==> config.mk <==
export PLATFORM = sky130hd
export DESIGN_NAME = sfts_top
export DESIGN_NICKNAME = d
export VERILOG_FILES = /design/src/logic/sfts_pkg.sv /design/src/logic/sfts_pipe_buf.sv /design/src/logic/sfts_top.sv
export SDC_FILE = /design/constraint.sdc
export NUM_CORES = 1
export LEC_CHECK = 0
export BUFFER_PORTS_ARGS = -buffer_cell sky130_fd_sc_hd__buf_2
export CELL_PAD_IN_SITES_DETAIL_PLACEMENT = 1
export CELL_PAD_IN_SITES_GLOBAL_PLACEMENT = 1
export CORE_ASPECT_RATIO = 1.75
export CORE_MARGIN = 4
export CORE_UTILIZATION = 48
export CTS_CLUSTER_SIZE = 24
export DETAILED_ROUTE_END_ITERATION = 16
export GPL_ROUTABILITY_DRIVEN = 0
export PLACE_DENSITY = 0.75
export REMOVE_ABC_BUFFERS = 1
export SYNTH_ARGS = -nofsm -noshare
export SYNTH_HDL_FRONTEND = slang
export SYNTH_SLANG_ARGS = --single-unit
==> constraint.sdc <==
create_clock -name clk_sys -period 3.5 [get_ports clk_sys]
set_input_delay 1.05 -clock clk_sys [delete_from_list [all_inputs] [get_ports clk_sys]]
set_output_delay 1.05 -clock clk_sys [all_outputs]
set_load 0.01 [all_outputs]
==> src/logic/sfts_pkg.sv <==
// Purpose: Shared constants and types for the serial FIFO transmit flag and clock block
// Assumes: 200 MHz system clock, 8-bit characters
// Notes:   Data and count widths, the flag and clock idle reset values and the timing counts live here

package sfts_pkg;
   // ------------------------------------------------------------
   // Sizes
   // ------------------------------------------------------------
   localparam int DATA_W = 8;
   localparam int PTR_W = 4;
   localparam int CNT_W = 5;
   localparam logic [4:0] TX_FIFO_DEPTH = 5'h10;
   localparam int CNT_REG_W = 16;
   localparam int CNT_TX_LSB = 8;

   // ------------------------------------------------------------
   // Transmit trigger counts selected by the two select bits
   // ------------------------------------------------------------
   localparam logic [4:0] TX_TRIG_SEL0 = 5'h08;
   localparam logic [4:0] TX_TRIG_SEL1 = 5'h04;
   localparam logic [4:0] TX_TRIG_SEL2 = 5'h02;
   localparam logic [4:0] TX_TRIG_SEL3 = 5'h00;

   // ------------------------------------------------------------
   // Reset values
   // ------------------------------------------------------------
   localparam logic FLAG_RESET = 1'b1;
   localparam logic SCK_IDLE = 1'b1;

   // ------------------------------------------------------------
   // Timing: internal serial clock period, least 12 system cycles
   // ------------------------------------------------------------
   localparam int CLK_PERIOD_NS = 5;
   localparam int SCK_PERIOD_NS = 60;
   localparam logic [3:0] SCK_HALF_CYC = 4'(SCK_PERIOD_NS / (2 * CLK_PERIOD_NS));
   localparam logic [3:0] CHAR_BITS = 4'h8;
   localparam logic [7:0] RX_BURST_PULSES = 8'h88;

   // ------------------------------------------------------------
   // Types
   // ------------------------------------------------------------
   typedef enum logic [1:0] {
      TX_IDLE = 2'b01,
      TX_SHIFT = 2'b10
   } sfts_tx_state_type;

   typedef enum logic [2:0] {
      CLR_IDLE = 3'b001,
      CLR_READ = 3'b010,
      CLR_ARMED = 3'b100
   } sfts_clr_state_type;
endpackage

==> src/logic/sfts_pipe_buf.sv <==
// Purpose: Two-entry buffer with valid and ready on both sides
// Assumes: Same clock on both sides
// Notes:   Full throughput, a stall on the drain side fills both entries

`timescale 1ns/100ps

module sfts_pipe_buf
   import sfts_pkg::*;
(
   // Clock and reset
   input wire logic clk_sys,
   input wire logic rst_n,
   // Filling side
   input wire logic inValid,
   output logic inReady,
   input wire logic [sfts_pkg::DATA_W-1:0] inData,
   // Draining side
   output logic outValid,
   input wire logic outReady,
   output logic [sfts_pkg::DATA_W-1:0] outData
);
   import sfts_pkg::*;

   logic [DATA_W-1:0] slot [2];
   logic [DATA_W-1:0] next_slot [2];
   logic [1:0] fill;
   logic [1:0] next_fill;
   logic rdIdx;
   logic next_rdIdx;
   logic push;
   logic pull;

   // Honest full and empty from the fill count
   assign inReady = (fill != 2'h2);
   assign outValid = (fill != 2'h0);
   assign outData = slot[rdIdx];
   assign push = inValid && inReady;
   assign pull = outValid && outReady;

   // ------------------------------------------------------------
   // Next state
   // ------------------------------------------------------------
   always_comb begin
      next_slot = slot;
      next_fill = fill;
      next_rdIdx = rdIdx;
      if (push) begin
         next_slot[rdIdx ^ fill[0]] = inData;
      end
      if (pull) begin
         next_rdIdx = ~rdIdx;
      end
      next_fill = 2'(fill + {1'b0, push} - {1'b0, pull});
   end

   // Register stage
   always_ff @(posedge clk_sys or negedge rst_n) begin
      if (!rst_n) begin
         slot[0] <= '0;
         slot[1] <= '0;
         fill <= 2'h0;
         rdIdx <= 1'b0;
      end else begin
         slot <= next_slot;
         fill <= next_fill;
         rdIdx <= next_rdIdx;
      end
   end
endmodule

==> src/logic/sfts_top.sv <==
// Purpose: Transmit FIFO, low flag, count report and serial clock drive
// Assumes: Receive path lives elsewhere and reports its count and trigger
// Notes:   Serial clock idles high, data changes on fall, peer samples on rise
//
// Contract
// - Flag sets when count drops to trigger
// - Power-on reset leaves flag set
// - Read one, write zero, overfill clears flag
// - Block transfer engine overfill also clears flag
// - Sixteen byte FIFO, room is sixteen minus trigger
// - Write into full FIFO is discarded
// - Transmit count in upper count byte
// - Trigger count from two select bits
// - Flag set means software may write
// - Receive-only internal clock runs while below trigger
// - Receive-only burst is 136 clock pulses

`timescale 1ns/100ps

module sfts_top
   import sfts_pkg::*;
(
   // Clock and reset
   input wire logic clk_sys,
   input wire logic rst_n,
   // Transmit FIFO write port
   input wire logic wrValid,
   input wire logic [sfts_pkg::DATA_W-1:0] wrData,
   input wire logic wrFromDma,
   output logic wrDrop,
   // Status flag access
   input wire logic flagRead,
   input wire logic flagWrite0,
   output logic txFifoLowFlag,
   // Control bits
   input wire logic txEnable,
   input wire logic rxEnable,
   input wire logic intClkSel,
   input wire logic txTrigSelHi,
   input wire logic txTrigSelLo,
   // Receive FIFO status
   input wire logic [sfts_pkg::CNT_W-1:0] rxFifoCount,
   input wire logic [sfts_pkg::CNT_W-1:0] rxTrigCount,
   // Count report
   output logic [sfts_pkg::CNT_REG_W-1:0] fifoCountReg,
   // Serial pins
   input wire logic sckIn,
   output logic sckOut,
   output logic sckOe_n,
   output logic txdOut
);
   import sfts_pkg::*;

   // ------------------------------------------------------------
   // Transmit FIFO and flag
   // ------------------------------------------------------------
   logic [DATA_W-1:0] mem [16], next_mem [16];
   logic [PTR_W-1:0] wrPtr, next_wrPtr, rdPtr, next_rdPtr;
   logic [CNT_W-1:0] txCount, next_txCount, trig;
   logic next_txFifoLowFlag, next_wrDrop, wrAccept, pop, setEv, clrEv;
   logic [CNT_REG_W-1:0] next_fifoCountReg;
   sfts_clr_state_type clrState, next_clrState;
   logic bufInReady, bufOutValid, bufOutReady;
   logic [DATA_W-1:0] bufOutData;

   // Trigger decode from the select bits
   always_comb begin
      case ({txTrigSelHi, txTrigSelLo})
         2'b00: trig = TX_TRIG_SEL0;
         2'b01: trig = TX_TRIG_SEL1;
         2'b10: trig = TX_TRIG_SEL2;
         default: trig = TX_TRIG_SEL3;
      endcase
   end

   // Full is judged before the same-cycle move, so a write never races a pop
   assign wrAccept = wrValid && (txCount < TX_FIFO_DEPTH);
   assign pop = (txCount != 5'h00) && bufInReady;

   // FIFO pointers, count, flag and clear sequence
   always_comb begin
      next_mem = mem;
      next_wrPtr = wrPtr;
      next_rdPtr = rdPtr;
      if (wrAccept) begin
         next_mem[wrPtr] = wrData;
         next_wrPtr = 4'(wrPtr + 4'h1);
      end
      if (pop) begin
         next_rdPtr = 4'(rdPtr + 4'h1);
      end
      next_txCount = 5'(txCount + {4'h0, wrAccept} - {4'h0, pop});
      next_wrDrop = wrValid && !wrAccept;
      setEv = pop && (next_txCount <= trig);
      clrEv = wrAccept && (next_txCount > trig)
         && (wrFromDma || clrState == CLR_ARMED);
      next_clrState = clrState;
      case (clrState)
         CLR_IDLE: begin
            if (flagRead && txFifoLowFlag) next_clrState = CLR_READ;
         end
         CLR_READ: begin
            if (flagWrite0) next_clrState = CLR_ARMED;
         end
         CLR_ARMED: begin
            if (clrEv) next_clrState = CLR_IDLE;
         end
         default: next_clrState = CLR_IDLE;
      endcase
      // A set in the same cycle beats any clear
      if (setEv) begin
         next_txFifoLowFlag = 1'b1;
         next_clrState = CLR_IDLE;
      end else if (clrEv) begin
         next_txFifoLowFlag = 1'b0;
      end else begin
         next_txFifoLowFlag = txFifoLowFlag;
      end
      next_fifoCountReg = {3'h0, next_txCount, 3'h0, rxFifoCount};
   end

   // FIFO register stage
   always_ff @(posedge clk_sys or negedge rst_n) begin
      if (!rst_n) begin
         for (int i = 0; i < 16; i++) mem[i] <= '0;
         wrPtr <= '0;
         rdPtr <= '0;
         txCount <= '0;
         wrDrop <= 1'b0;
         txFifoLowFlag <= FLAG_RESET;
         clrState <= CLR_IDLE;
         fifoCountReg <= '0;
      end else begin
         mem <= next_mem;
         wrPtr <= next_wrPtr;
         rdPtr <= next_rdPtr;
         txCount <= next_txCount;
         wrDrop <= next_wrDrop;
         txFifoLowFlag <= next_txFifoLowFlag;
         clrState <= next_clrState;
         fifoCountReg <= next_fifoCountReg;
      end
   end

   // Buffer between FIFO head and shift register absorbs loader stalls
   sfts_pipe_buf u_buf (.clk_sys(clk_sys), .rst_n(rst_n), .inValid(txCount != 5'h00),
      .inReady(bufInReady), .inData(mem[rdPtr]), .outValid(bufOutValid),
      .outReady(bufOutReady), .outData(bufOutData));

   // ------------------------------------------------------------
   // Serial clock and shift register
   // ------------------------------------------------------------
   sfts_tx_state_type txState, next_txState;
   logic [DATA_W-1:0] shiftReg, next_shiftReg;
   logic [3:0] bitsLeft, next_bitsLeft, divCnt, next_divCnt;
   logic [7:0] pulsesLeft, next_pulsesLeft;
   logic burstDone, next_burstDone, next_sckOut, next_sckOe_n, next_txdOut;
   logic sck1, sck2, sck3, sckLvl, next_sckLvl, rxCond, clkRun, tick, riseEv, fallEv;

   // Receive-only internal clock while the receive FIFO is below trigger
   assign rxCond = rxEnable && !txEnable && intClkSel && (rxFifoCount < rxTrigCount);
   assign clkRun = (txState == TX_SHIFT) || (pulsesLeft != 8'h00);
   assign tick = intClkSel && clkRun && (divCnt == 4'(SCK_HALF_CYC - 4'h1));
   assign bufOutReady = (txState == TX_IDLE) && txEnable;

   // Edges come from the divider or from the filtered external clock
   always_comb begin
      next_sckLvl = (sck2 == sck3) ? sck3 : sckLvl;
      if (intClkSel) begin
         riseEv = tick && !sckOut;
         fallEv = tick && sckOut;
      end else begin
         riseEv = (sck2 == sck3) && sck3 && !sckLvl;
         fallEv = (sck2 == sck3) && !sck3 && sckLvl;
      end
   end

   // Divider, burst count and transmit shifting
   always_comb begin
      next_divCnt = tick ? 4'h0 : (intClkSel && clkRun ? 4'(divCnt + 4'h1) : 4'h0);
      next_sckOut = (intClkSel && clkRun) ? (tick ? !sckOut : sckOut) : SCK_IDLE;
      next_sckOe_n = !intClkSel;
      next_pulsesLeft = pulsesLeft;
      next_burstDone = burstDone;
      if (!rxCond) begin
         next_pulsesLeft = 8'h00;
         next_burstDone = 1'b0;
      end else if (!burstDone) begin
         next_pulsesLeft = RX_BURST_PULSES;
         next_burstDone = 1'b1;
      end else if (riseEv && pulsesLeft != 8'h00) begin
         next_pulsesLeft = 8'(pulsesLeft - 8'h01);
      end
      next_txState = txState;
      next_shiftReg = shiftReg;
      next_bitsLeft = bitsLeft;
      next_txdOut = txdOut;
      case (txState)
         TX_IDLE: begin
            if (bufOutValid && bufOutReady) begin
               next_shiftReg = bufOutData;
               next_txdOut = bufOutData[0];
               next_bitsLeft = CHAR_BITS;
               next_txState = TX_SHIFT;
            end
         end
         TX_SHIFT: begin
            if (riseEv) begin
               next_bitsLeft = 4'(bitsLeft - 4'h1);
               if (bitsLeft == 4'h1) next_txState = TX_IDLE;
            end else if (fallEv && bitsLeft < CHAR_BITS) begin
               next_shiftReg = {1'b0, shiftReg[DATA_W-1:1]};
               next_txdOut = shiftReg[1];
            end
         end
         default: next_txState = TX_IDLE;
      endcase
   end

   // Serial register stage
   always_ff @(posedge clk_sys or negedge rst_n) begin
      if (!rst_n) begin
         sck1 <= SCK_IDLE;
         sck2 <= SCK_IDLE;
         sck3 <= SCK_IDLE;
         sckLvl <= SCK_IDLE;
         txState <= TX_IDLE;
         shiftReg <= '0;
         bitsLeft <= '0;
         divCnt <= '0;
         pulsesLeft <= '0;
         burstDone <= 1'b0;
         sckOut <= SCK_IDLE;
         sckOe_n <= 1'b1;
         txdOut <= 1'b1;
      end else begin
         sck1 <= sckIn;
         sck2 <= sck1;
         sck3 <= sck2;
         sckLvl <= next_sckLvl;
         txState <= next_txState;
         shiftReg <= next_shiftReg;
         bitsLeft <= next_bitsLeft;
         divCnt <= next_divCnt;
         pulsesLeft <= next_pulsesLeft;
         burstDone <= next_burstDone;
         sckOut <= next_sckOut;
         sckOe_n <= next_sckOe_n;
         txdOut <= next_txdOut;
      end
   end
endmodule

Yosys cells after proc, flatten, opt, wreduce, memory -nomap -nowiden. Index checks and enable logic that the tools add are counted.

Register bits: 209. Bits of input ports: 30. Output and inout bits: 21. Word-level logic and storage cells: 174.

$add $sub $neg: 9. $lt $le $gt $ge: 11. Equal/unequal tests: 21. Multiplexer cells: 45. Bitwise gates (word level): 6. Reductions and logical operators: 42.

Operators by type and width (number): $bwmux 128 (1); $mux 8 (13); $bmux 8 s4 (1); $demux 8 s4 (1); $logic_and 1x1->1 (24); $bwmux 16 (1); $mux 4 (4); $pmux 8 s2 (1); $add 4x1->4 const B (3); $mux 3 (4); $pmux 4 s3 (1); $ge 5x5->1 const B (2); $mux 1 (10); $not 4->5 (2); $ne 3x3->1 const B (3); $pmux 3 s3 (1); $reduce_and 3->1 (3); $demux 8 s1 (1); $ne 2x2->1 const B (4); $pmux 4 s2 (1); $reduce_bool 8->1 (1); $sub 8x1->8 const B (1); $logic_not 1->1 (6); $mux 2 (3); other kinds (33) (42).

Longest topological paths before layout. Gate-level depths: netlist (run 1).

Depth after elaboration: 10. Depth in mapped cells: 17. Gate-level depth less buffers: 17.

Cells and area by module. From an unflattened synthesis (run 1), not the netlist that was laid out.

Cells, all modules: 684. Area total of the unflattened synthesis: 9673.0 um^2.

By module, submodules not included: sfts_top (instances 1, cells each 625, area each 8779.7 um^2, sequential area each 4616.9 um^2); sfts_pipe_buf (instances 1, cells each 59, area each 893.4 um^2, sequential area each 475.5 um^2).

Least setup slack after synthesis (run 1). Ideal clock, no wire load.

Path type: input-to-reg. Start: in wrValid. End: reg clrState[2]. Setup time: 86 ps. Arrival time: 3709 ps. Data required time: 3414 ps. Slack: -295 ps. Stages on the path: 15. Buffers on the path: 1. Cell sequence: nor2b_1 -> buf_2 -> inv_2 -> ha_1 -> inv_1 -> ha_1 -> inv_1 -> fa_1 -> xnor2_1 -> ha_1 -> nand2_1 -> o21ai_1 -> a32o_1 -> o31a_1 -> nor3_1.

Longest elaborated chain between the ends: 8. Elaborated cells on any way between the ends: 13. Classes of those cells: add/sub (2); order compare (2); eq/ne (3); mux (1); reduce/logical (5).

Ends and longest elaborated chain: from (decl) (line sfts_top.sv:27) `input wire logic wrValid,`; $logic_and 1x1->1 * (line sfts_top.sv:77) `assign wrAccept = wrValid && (txCount < TX_FIFO_DEPTH);`; $add 5x1->5 * (line sfts_top.sv:92) `next_txCount = 5'(txCount + {4'h0, wrAccept} - {4'h0, pop});`; $sub 5x1->5 * (line sfts_top.sv:92); named net next_txCount[2] (line sfts_top.sv:59) `logic [CNT_W-1:0] txCount, next_txCount, trig;`; $gt 5x5->1 (line sfts_top.sv:95) `clrEv = wrAccept && (next_txCount > trig)`; $logic_and 1x1->1 (line sfts_top.sv:95); $logic_and 1x1->1 (line sfts_top.sv:96) `&& (wrFromDma || clrState == CLR_ARMED);`; $ne 3x3->1 (no line); $reduce_and 3->1 (no line); to (signal assigned) (line sfts_top.sv:140) `clrState <= next_clrState;`; to (decl) (line sfts_top.sv:62) `sfts_clr_state_type clrState, next_clrState;`.

The timed path passes the listed nets; every way through them passes the cells marked *. A chain may end at the register's enable or synchronous reset.

Final worst setup path (run 1).
Start: reg txCount[3]. End: reg clrState[2].

Elaborated cells on any way between the ends: 16. Classes of those cells: add/sub (2); order compare (3); eq/ne (3); mux (1); reduce/logical (7).

RTL lines: from (decl) (line sfts_top.sv:59); from (signal assigned) (line sfts_top.sv:137) `txCount <= next_txCount;`; $reduce_bool 5->1 * (line sfts_top.sv:78) `assign pop = (txCount != 5'h00) && bufInReady;`; $logic_and 1x1->1 * (line sfts_top.sv:78); named net pop (line sfts_top.sv:60) `logic next_txFifoLowFlag, next_wrDrop, wrAccept, pop, setEv, clrEv;`; $sub 5x1->5 * (line sfts_top.sv:92); named net next_txCount[2] (line sfts_top.sv:59); $gt 5x5->1 (line sfts_top.sv:95); $logic_and 1x1->1 (line sfts_top.sv:95); $logic_and 1x1->1 (line sfts_top.sv:96); $ne 3x3->1 (no line); $reduce_and 3->1 (no line).

Marked as above.

==> summary.md, run 1 <==
| Metric | Value |
|---|---|
| Post-Syn Instances | 710 |
| Largest net degree at the start of global routing | between 80 and 90 |
| CTS Hold Buffers Added | 0 |
| First-pass GRT wire length | 36.8 mm |
| Post-Route WL | 22.7 mm |
| CTS tree | yes |
| Switching power total | 3.42 mW |
| Main synth FF type | dfrtp_1 |
| Fillers | about 2,000 |
| Slew @ Worst Pin | roughly 0.95 ns |
| Vias/cell | 5.76 |
| Netlist cell types | slightly below 60 |
| Cell Area, Synth | 9700 um2 |
| Number of H-tree levels | 1 |
| Most crowded layer after global routing | met2 |
| FF-to-FF path depth | 16 |
| Io pins | approximately 50 |
| Layout Nets | about 830 |
| Worst hold path class | register to register |
| Synth area leaders | dfrtp_1 (50%), mux2_1 (14%), mux4_2 (4.2%) |
| Tmin final | approximately 3.4 ns |
| Crit-path max FO | 3 |
| Clock tree buffer depth | 3 |
| Leak Pwr | 5.21 nW |
| Met3 Use GR | 2.22% |
| Total Power Consumption | ~10 mW |
| Peak VDD IR | around 0.00046 V |
| Leading area contributor after synthesis | dfrtp_1 |
| Vias in the first global route | 6,878 |
| Port buffer count | 44 |
| Max cap viols | 0 |
| Sink Count | 203 |
| Outcome | complete, no violations |
| DIE HEIGHT | 196 um |
| Worst-path clk slew | approximately 0.06 ns |
| Root buffer cell | clkbuf_16 |
| CORE AREA | 19,800 um2 |
| Clk_lat worst skew | 0.50 ns |
| Seq/Total Area, Yosys | 52.5% |
| Routed Antenna Nets | 0 |
| Setup CP Type | register to register |
| Crit path largest cell delay | about 0.42 ns |
| Worst path slowest cell | fa_1 |
| Final Hold Viols | 0 |
| Average instance area after synthesis | 13.7 um2 |
| Layout cell share with drive strength beyond 1 | 22.8% |
| Critical Path AT | 3.78 ns |
| FF+latch count, synth | 203 |
| Hold depth | 0 |
| Yosys warns | 0 |
| Final Non-Filler Cells | between 1,000 and 1,500 |
| DRT iter0 DRCs | 240 |
| Cell area power density | 918 nW/um2 |
| Worst Path Required | 3.91 ns |
| Sequential Power Share | 39.3% |
| Drt drc | 0 |
| Placed Area | 10,300 um2 |
| Layout area overhead | 13.1% |
| Worst-path cell chain | inv_1, ha_1, nand3_1, o21ai_2, inv_2, ha_1, inv_1, ha_1, inv_1, fa_1, xnor2_2, ha_1, nand4b_1, a32o_2, o31a_1, nor3_1 |
| Met2 Resource Use GR | 42.2% |
| Number of synthesized flops with an enable pin | 0 |
| Met1 Track Usage GR | 21.3% |
| Fin area | about 11,000 um2 |
| Post-DR wirelength/cell | between 20 and 25 um |
| # setup viols final | 0 |
| Final Slew Violations | 0 |
| Routed vias | 5,934 |
| Die width | about 120 um |
| Cell-internal power | 6.65 mW |
| Remaining Overflow, GRT | 0 |
| Worst slew margin | a little over a third |
| Most used cell along the critical path | ha_1 |
| Drt first pass iters | 4 |
| Clk network pwr share | 21.9% |
| Num rows | 68 |
| Max frequency | 0.296 GHz |
| Initial Util | 49.0% |
| Initial antenna violation count | 0 |
| Ant. Diodes | 0 |
| Top cell type's share of synthesized area | 49.8% |
| Die area | 22,600 um2 |
| Crit start category | register |
| Placed insts | ~1,000 |
| Fraction of registers with async set/reset | 100% |
| CTS buffer count | 21 |
| Clk_skew | 0.0158 ns |
| Net Sw Frac | 34.0% |
| Gate power share | 38.8% |
| Core Util, Final | 55.3% |
| Hold Slack | 0.362 ns |
| Post-DP HPWL | ~16 mm |
| GRT Overall Usage | 20.7% |
| Crit. End Element | register |
| Final period utilization | between 90% and 100% |
[registers in the layout, indices dropped and copies added, names as in the netlist, 2 cells and up]
| name | cells |
|---|---|
| bitsLeft | 4 |
| mem | 128 |
| clrState | 3 |
| wrPtr | 4 |
| pulsesLeft | 8 |
| u_buf.slot | 16 |
| txState | 2 |
| u_buf.fill | 2 |
| rdPtr | 4 |
| fifoCountReg | 6 |
| divCnt | 4 |
| shiftReg | 7 |
| txCount | 4 |
[worst paths after layout]
| path | start | to | slack [ns] |
|---|---|---|---|
| min in group asynchronous | rst_n | fifoCountReg[1]$_DFF_PN0_ | 0.57 |
| min | sck1$_DFF_PN1_ | sck2$_DFF_PN1_ | 0.36 |
| max reg2reg | txCount[3]$_DFF_PN0_ | clrState[2]$_DFFE_PN0P_ | 0.13 |
| max in group asynchronous | rst_n | rdPtr[1]$_DFFE_PN0P_ | 2.05 |
| min reg2reg | sck1$_DFF_PN1_ | sck2$_DFF_PN1_ | 0.36 |
| max | txCount[3]$_DFF_PN0_ | clrState[2]$_DFFE_PN0P_ | 0.13 |
[repair_timing]
action | in CTS | in global routing
setup endpoints to repair | 0 | 3
setup buffers | 0 | 1
resized for setup | 0 | 8
[worst max-delay path: cells and delay by family (launching register included)]
kind | cells | cell delay [ns]
buf+inv | 4 | 0.26
fa+ha+maj | 5 | 1.30
flops | 1 | 0.40
xor+xnor | 1 | 0.17
simple gates | 3 | 0.39
compound gates | 3 | 0.73
[final cells by class]
type                       count  area (um2)  share of cell area [%]
sequential                   203        5090                    46.4
clock inverter                 9        81.3                   0.741
inverter                      31         116                    1.06
timing repair buffer          69         442                    4.03
clock buffer                  28         592                    5.39
tap                          245         307                    2.79
multi-input combinational    445        4340                    39.6
[placed cells by master, fill, tap and decap left out, types with 3 or more instances in the layout]
cell type and n:
a21o_1 5, a21oi_1 10, a221o_1 7, and2_1 3, and3_1 3, buf_2 43, buf_4 23, clkbuf_1 3
clkbuf_16 21, clkbuf_8 5, clkinv_2 5, conb_1 6, dfrtp_1 192, dfstp_2 10, ha_1 29, inv_1 29
mux2_1 122, mux2_2 29, mux2_4 3, mux2i_1 18, mux4_1 14, mux4_2 18, nand2_1 30, nand2b_1 8
nand3_1 12, nand4_1 5, nand4b_1 4, nor2_1 36, nor2_2 3, nor2b_1 7, nor3_1 3, o21ai_0 3
o21ai_1 10, o22ai_1 3, xnor2_1 13, xor2_1 7
[layer usage]
| layer | vias to the layer above | wire length (um) | share of wire (%) |
|---|---|---|---|
| met5 | - | 0 | 0 |
| met4 | 0 | 555 | 2.4 |
| met3 | 40 | 541 | 2.4 |
| met2 | 89 | 13600 | 60 |
| met1 | 3137 | 8060 | 35 |
| li1 | 2668 | - | - |
[per-stage QoR]
stage | worst slack, ns | TNS (ns)
floorplan | -0.441 | -1.38
global placement | -0.196 | -0.387
detailed placement | -0.421 | -1.29
CTS | 0.0727 | 0
global route | -0.0349 | -0.0349
finish | 0.127 | 0
[power groups by stage]
stage / clock [mW] / sequential [mW] / combinational [mW]
floorplan: 0 / 3.88 / 2.60
global placement: 0 / 3.86 / 3.51
detailed placement: 0 / 3.98 / 3.79
CTS: 2.26 / 3.96 / 3.85
global route: 2.34 / 4.07 / 4.29
finish: 2.20 / 3.96 / 3.91
[cells in the mapped netlist (all sizes together), types with 3 or more instances]
library cell / n
nor2b: 8
nor3: 3
nor2: 39
xor2: 7
mux4: 32
clkbuf: 21
dfstp: 10
nand2: 30
nand4b: 4
a21o: 5
a21oi: 12
mux2i: 18
a221o: 7
o21ai: 15
mux2: 154
o22ai: 3
nand3: 12
ha: 29
inv: 31
dfrtp: 193
buf: 15
nand4: 5
nand2b: 8
xnor2: 14
and3: 3
and2: 3
[logic make-up after synthesis]
group	share of synthesized area, %
muxes	27.8
xor gates and xnor gates	1.90
and+or+nand+nor	6.68
other	0.0386
adders and majority gates	3.95
buffers and inverters	3.33
AOI/OAI and AO/OA	3.83
DFF	52.5
Power figures use the tool's default switching activity.
==> run 2, diff against run 1 <==
- PLACE_DENSITY: 0.75 -> 0.74
- RECOVER_POWER: unset -> 100
- SYNTH_HIERARCHICAL: unset -> 1
==> run 2 against run 1 <==
The flow now finishes with violations (setup timing). First-iteration DRC count increased by 13%. Clock skew fell by 0.00050 ns. Worst hold slack improved by 0.0051 ns. Setup slack worse by 0.18 ns. Clock-buffer cell count fell by 1.
==> summary.md, run 2 <==
| Metric | Value |
|---|---|
| Outcome | complete, but fails checks (was complete, no violations) |
| Failing checks | setup timing |
| Synth area leaders | dfrtp_1 (50%), mux2_2 (19%), mux4_2 (9.3%) (was dfrtp_1 (50%), mux2_1 (14%), mux4_2 (4.2%)) |
| Most frequent cells in the layout | dfrtp_1 (192), mux2_2 (167), mux4_2 (40), buf_2 (40), nor2_1 (36) (was dfrtp_1 (192), mux2_1 (122), buf_2 (43)) |
| Cell Area, Synth | 9670 um2 (was 9700 um2) |
| Largest register FFs | 128 (unchanged) |
| Unrepaired setup endpoints after global routing | true |
| Setup CP Type | register to register (unchanged) |
| Slew @ Worst Pin | 1.48 ns (was 0.951 ns) |
| CTS Hold Buffers Added | 0 (unchanged) |
| Crit start category | register (unchanged) |
| Post-Route WL | 22.2 mm (was 22.7 mm) |
| Peak VDD IR | 0.000612 V (was 0.000463 V) |
| Worst hold path class | register to register (unchanged) |
| FF-to-FF path depth | 16 (unchanged) |
| Final period utilization | 102% (was 96.4%) |
| Post-DP HPWL | 15.9 mm (was 16.1 mm) |
| Io pins | 51 (unchanged) |
| Tmin final | 3.55 ns (was 3.37 ns) |
| Number of synthesized flops with an enable pin | 0 (unchanged) |
| Clk_skew | 0.0153 ns (was 0.0158 ns) |
| Reg2Reg Setup Slack | -0.05 ns (was 0.13 ns) |
| Clock tree buffer depth | 3 (unchanged) |
| DRT iter0 DRCs | 270 (was 240) |
| Sink Count | 203 (unchanged) |
| Initial Util | 49.0% (about the same) |
| Final Non-Filler Cells | 1,018 (was 1,030) |
| Max cap viols | 0 (unchanged) |
| Cell area power density | 962 nW/um2 (was 918 nW/um2) |
| Ant. Diodes | 0 (unchanged) |
| Vias/cell | 5.67 (was 5.76) |
| GRT Overall Usage | 20.4% (was 20.7%) |
| Leading area contributor after synthesis | dfrtp_1 (unchanged) |
| Worst-path clk slew | 0.06 ns (about the same) |
| Remaining Overflow, GRT | 0 (unchanged) |
| Crit. End Element | register (unchanged) |
| Port buffer count | 44 (unchanged) |
| # setup viols final | 1 (was 0) |
| Top cell type's share of synthesized area | 49.9% (was 49.8%) |
| Layout area overhead | 14.8% (was 13.1%) |
| Placed Area | 10,300 um2 (about the same) |
| Worst hold start | sck1$_DFF_PN1_ (unchanged) |
| Max frequency | 0.281 GHz (was 0.296 GHz) |
| Reg-to-reg critical path startpoint | txCount[2]$_DFF_PN0_ (was txCount[3]$_DFF_PN0_) |
| Clk_lat worst skew | 0.51 ns (was 0.50 ns) |
| Drt drc | 0 (unchanged) |
| Root buffer cell | clkbuf_16 (unchanged) |
| CORE AREA | 19,700 um2 (was 19,800 um2) |
| Vias in the first global route | 6,680 (was 6,878) |
| Yosys warns | 6 (was 0) |
| Drt first pass iters | 4 (unchanged) |
| Worst R2R End | clrState[2]$_DFFE_PN0P_ (unchanged) |
| Layout Nets | 819 (was 831) |
| Placed insts | 975 (was 992) |
| Fraction of registers with async set/reset | 100% (unchanged) |
| Fin area | 11,100 um2 (was 11,000 um2) |
| First-pass GRT wire length | 36.3 mm (was 36.8 mm) |
| Num rows | 68 (unchanged) |
| Worst Hold Endpoint | sck2$_DFF_PN1_ (unchanged) |
| Seq/Total Area, Yosys | 52.6% (was 52.5%) |
| CTS tree | yes (unchanged) |
| Die area | 22,600 um2 (about the same) |
| Leak Pwr | 5.04 nW (was 5.21 nW) |
| Post-DR wirelength/cell | 21.8 um (was 22.1 um) |
| Most frequent cell after synthesis | dfrtp_1 (unchanged) |
| Hold Slack | 0.367 ns (was 0.362 ns) |
| Worst slew margin | 1.57% (was 36.6%) |
| DIE HEIGHT | 196 um (about the same) |
| Main synth FF type | dfrtp_1 (unchanged) |
| Worst Path Required | 3.89 ns (was 3.91 ns) |
| Crit-path max FO | 3 (unchanged) |
| Average instance area after synthesis | 14.1 um2 (was 13.7 um2) |
| FF+latch count, synth | 203 (unchanged) |
| Post-Syn Instances | 684 (was 710) |
| Final worst slack | -0.0548 ns (was 0.127 ns) |
| Routed Antenna Nets | 0 (unchanged) |
| Initial antenna violation count | 0 (unchanged) |
| Most frequent cells after synthesis | dfrtp_1 (193), mux2_2 (167), mux4_2 (40) (was dfrtp_1 (193), mux2_1 (122), nor2_1 (36)) |
| Netlist cell types | 56 (was 59) |
| Top Registers | mem: 128 flops, u_buf/slot: 16 flops, pulsesLeft: 8 flops (was mem: 128 flops, u_buf.slot: 16 flops, pulsesLeft: 8 flops) |
| Number of H-tree levels | 1 (unchanged) |
| Pre-CTS WS | -0.615 ns (was -0.421 ns) |
| Final Hold Viols | 0 (unchanged) |
| Critical Path AT | 3.94 ns (was 3.78 ns) |
| Final Slew Violations | 0 (unchanged) |
| Fillers | 1,905 (was 1,964) |
| Most common cell after layout, fill and taps aside | dfrtp_1 (unchanged) |
| Hold depth | 0 (unchanged) |
| Largest net degree at the start of global routing | 62 (was 82) |
| CTS buffer count | 21 (unchanged) |
| Routed vias | 5,777 (was 5,934) |
| Die width | 115 um (about the same) |
| Biggest register | mem (unchanged) |
| Layout cell share with drive strength beyond 1 | 46.6% (was 22.8%) |
[run 2: through the flow]
stage	total power, mW	util (%)	TNS, ns
CTS	10.7	56.4	-0.0852
detailed placement	8.14	52.3	-1.75
floorplan	6.79	-	-1.84
global placement	7.74	52.3	-0.608
finish	10.7	56.3	-0.0548
global route	11.4	56.3	-0.584
[run 2: layout make-up]
type / count / area [um2] / area share [%]
repair buffers: 81 / 492 / 4.43
flip-flops and latches: 203 / 5090 / 45.9
clock buffers: 27 / 578 / 5.20
inverters: 27 / 101 / 0.912
well taps: 245 / 307 / 2.76
multi-input cells: 425 / 4450 / 40.1
clock inverters: 10 / 83.8 / 0.755
[run 2: what timing repair did]
item / in CTS / in global routing
setup buffers: 6 / 1
hold endpoints to repair: 0 / 0
pin swaps: 10 / 8
setup endpoints to repair: 4 / 4
resized for setup: 24 / 2
[run 2: logic make-up after synthesis]
group	Yosys count	share of synthesized area (%)
other	1	0.0388
buffers and inverters	61	2.72
adder cells (fa/ha/maj)	30	3.96
AND/OR/NAND/NOR	122	6.66
multiplexers	211	29.2
AO/OA/AOI/OAI	34	2.81
flip-flops	203	52.6
XOR/XNOR	22	1.99
[run 2: critical path, cell delays in order, from the launching register on]
cell	delay [ns]
dfrtp_1	0.40
inv_2	0.09
ha_4	0.13
or4b_4	0.45
and2_4	0.17
ha_4	0.21
inv_2	0.06
ha_4	0.12
inv_2	0.04
fa_2	0.37
xnor2_2	0.15
ha_1	0.35
nor2b_4	0.15
nor3_2	0.13
nor2_2	0.09
o21a_1	0.22
a2111oi_4	0.30
[run 2: metal layers]
layer / vias to the layer above / wire length (um) / track usage (%)
met4: 0 / 571 / 6.01
met2: 91 / 13300 / 39.8
met5: - / 0 / 0
met3: 48 / 629 / 2.69
li1: 2596 / - / -
met1: 3042 / 7730 / 22.2
[run 2: report_power, final]
part	switching, mW	internal [mW]
combinational	1.98	2.57
clock	0.928	1.24
sequential	0.649	3.32
[run 2: worst max-delay path by stage]
stage	slack (ns)	depth (start not counted)	endpoint	from
after floorplan	-0.48	14	clrState[0]$_DFFE_PN1P_	wrValid
after global placement	-0.23	16	clrState[2]$_DFFE_PN0P_	wrValid
after detailed placement	-0.62	15	clrState[2]$_DFFE_PN0P_	wrValid
after CTS	-0.09	17	clrState[2]$_DFFE_PN0P_	txCount[2]$_DFF_PN0_
after global routing	-0.19	16	clrState[2]$_DFFE_PN0P_	txCount[2]$_DFF_PN0_
final	-0.05	16	clrState[2]$_DFFE_PN0P_	txCount[2]$_DFF_PN0_
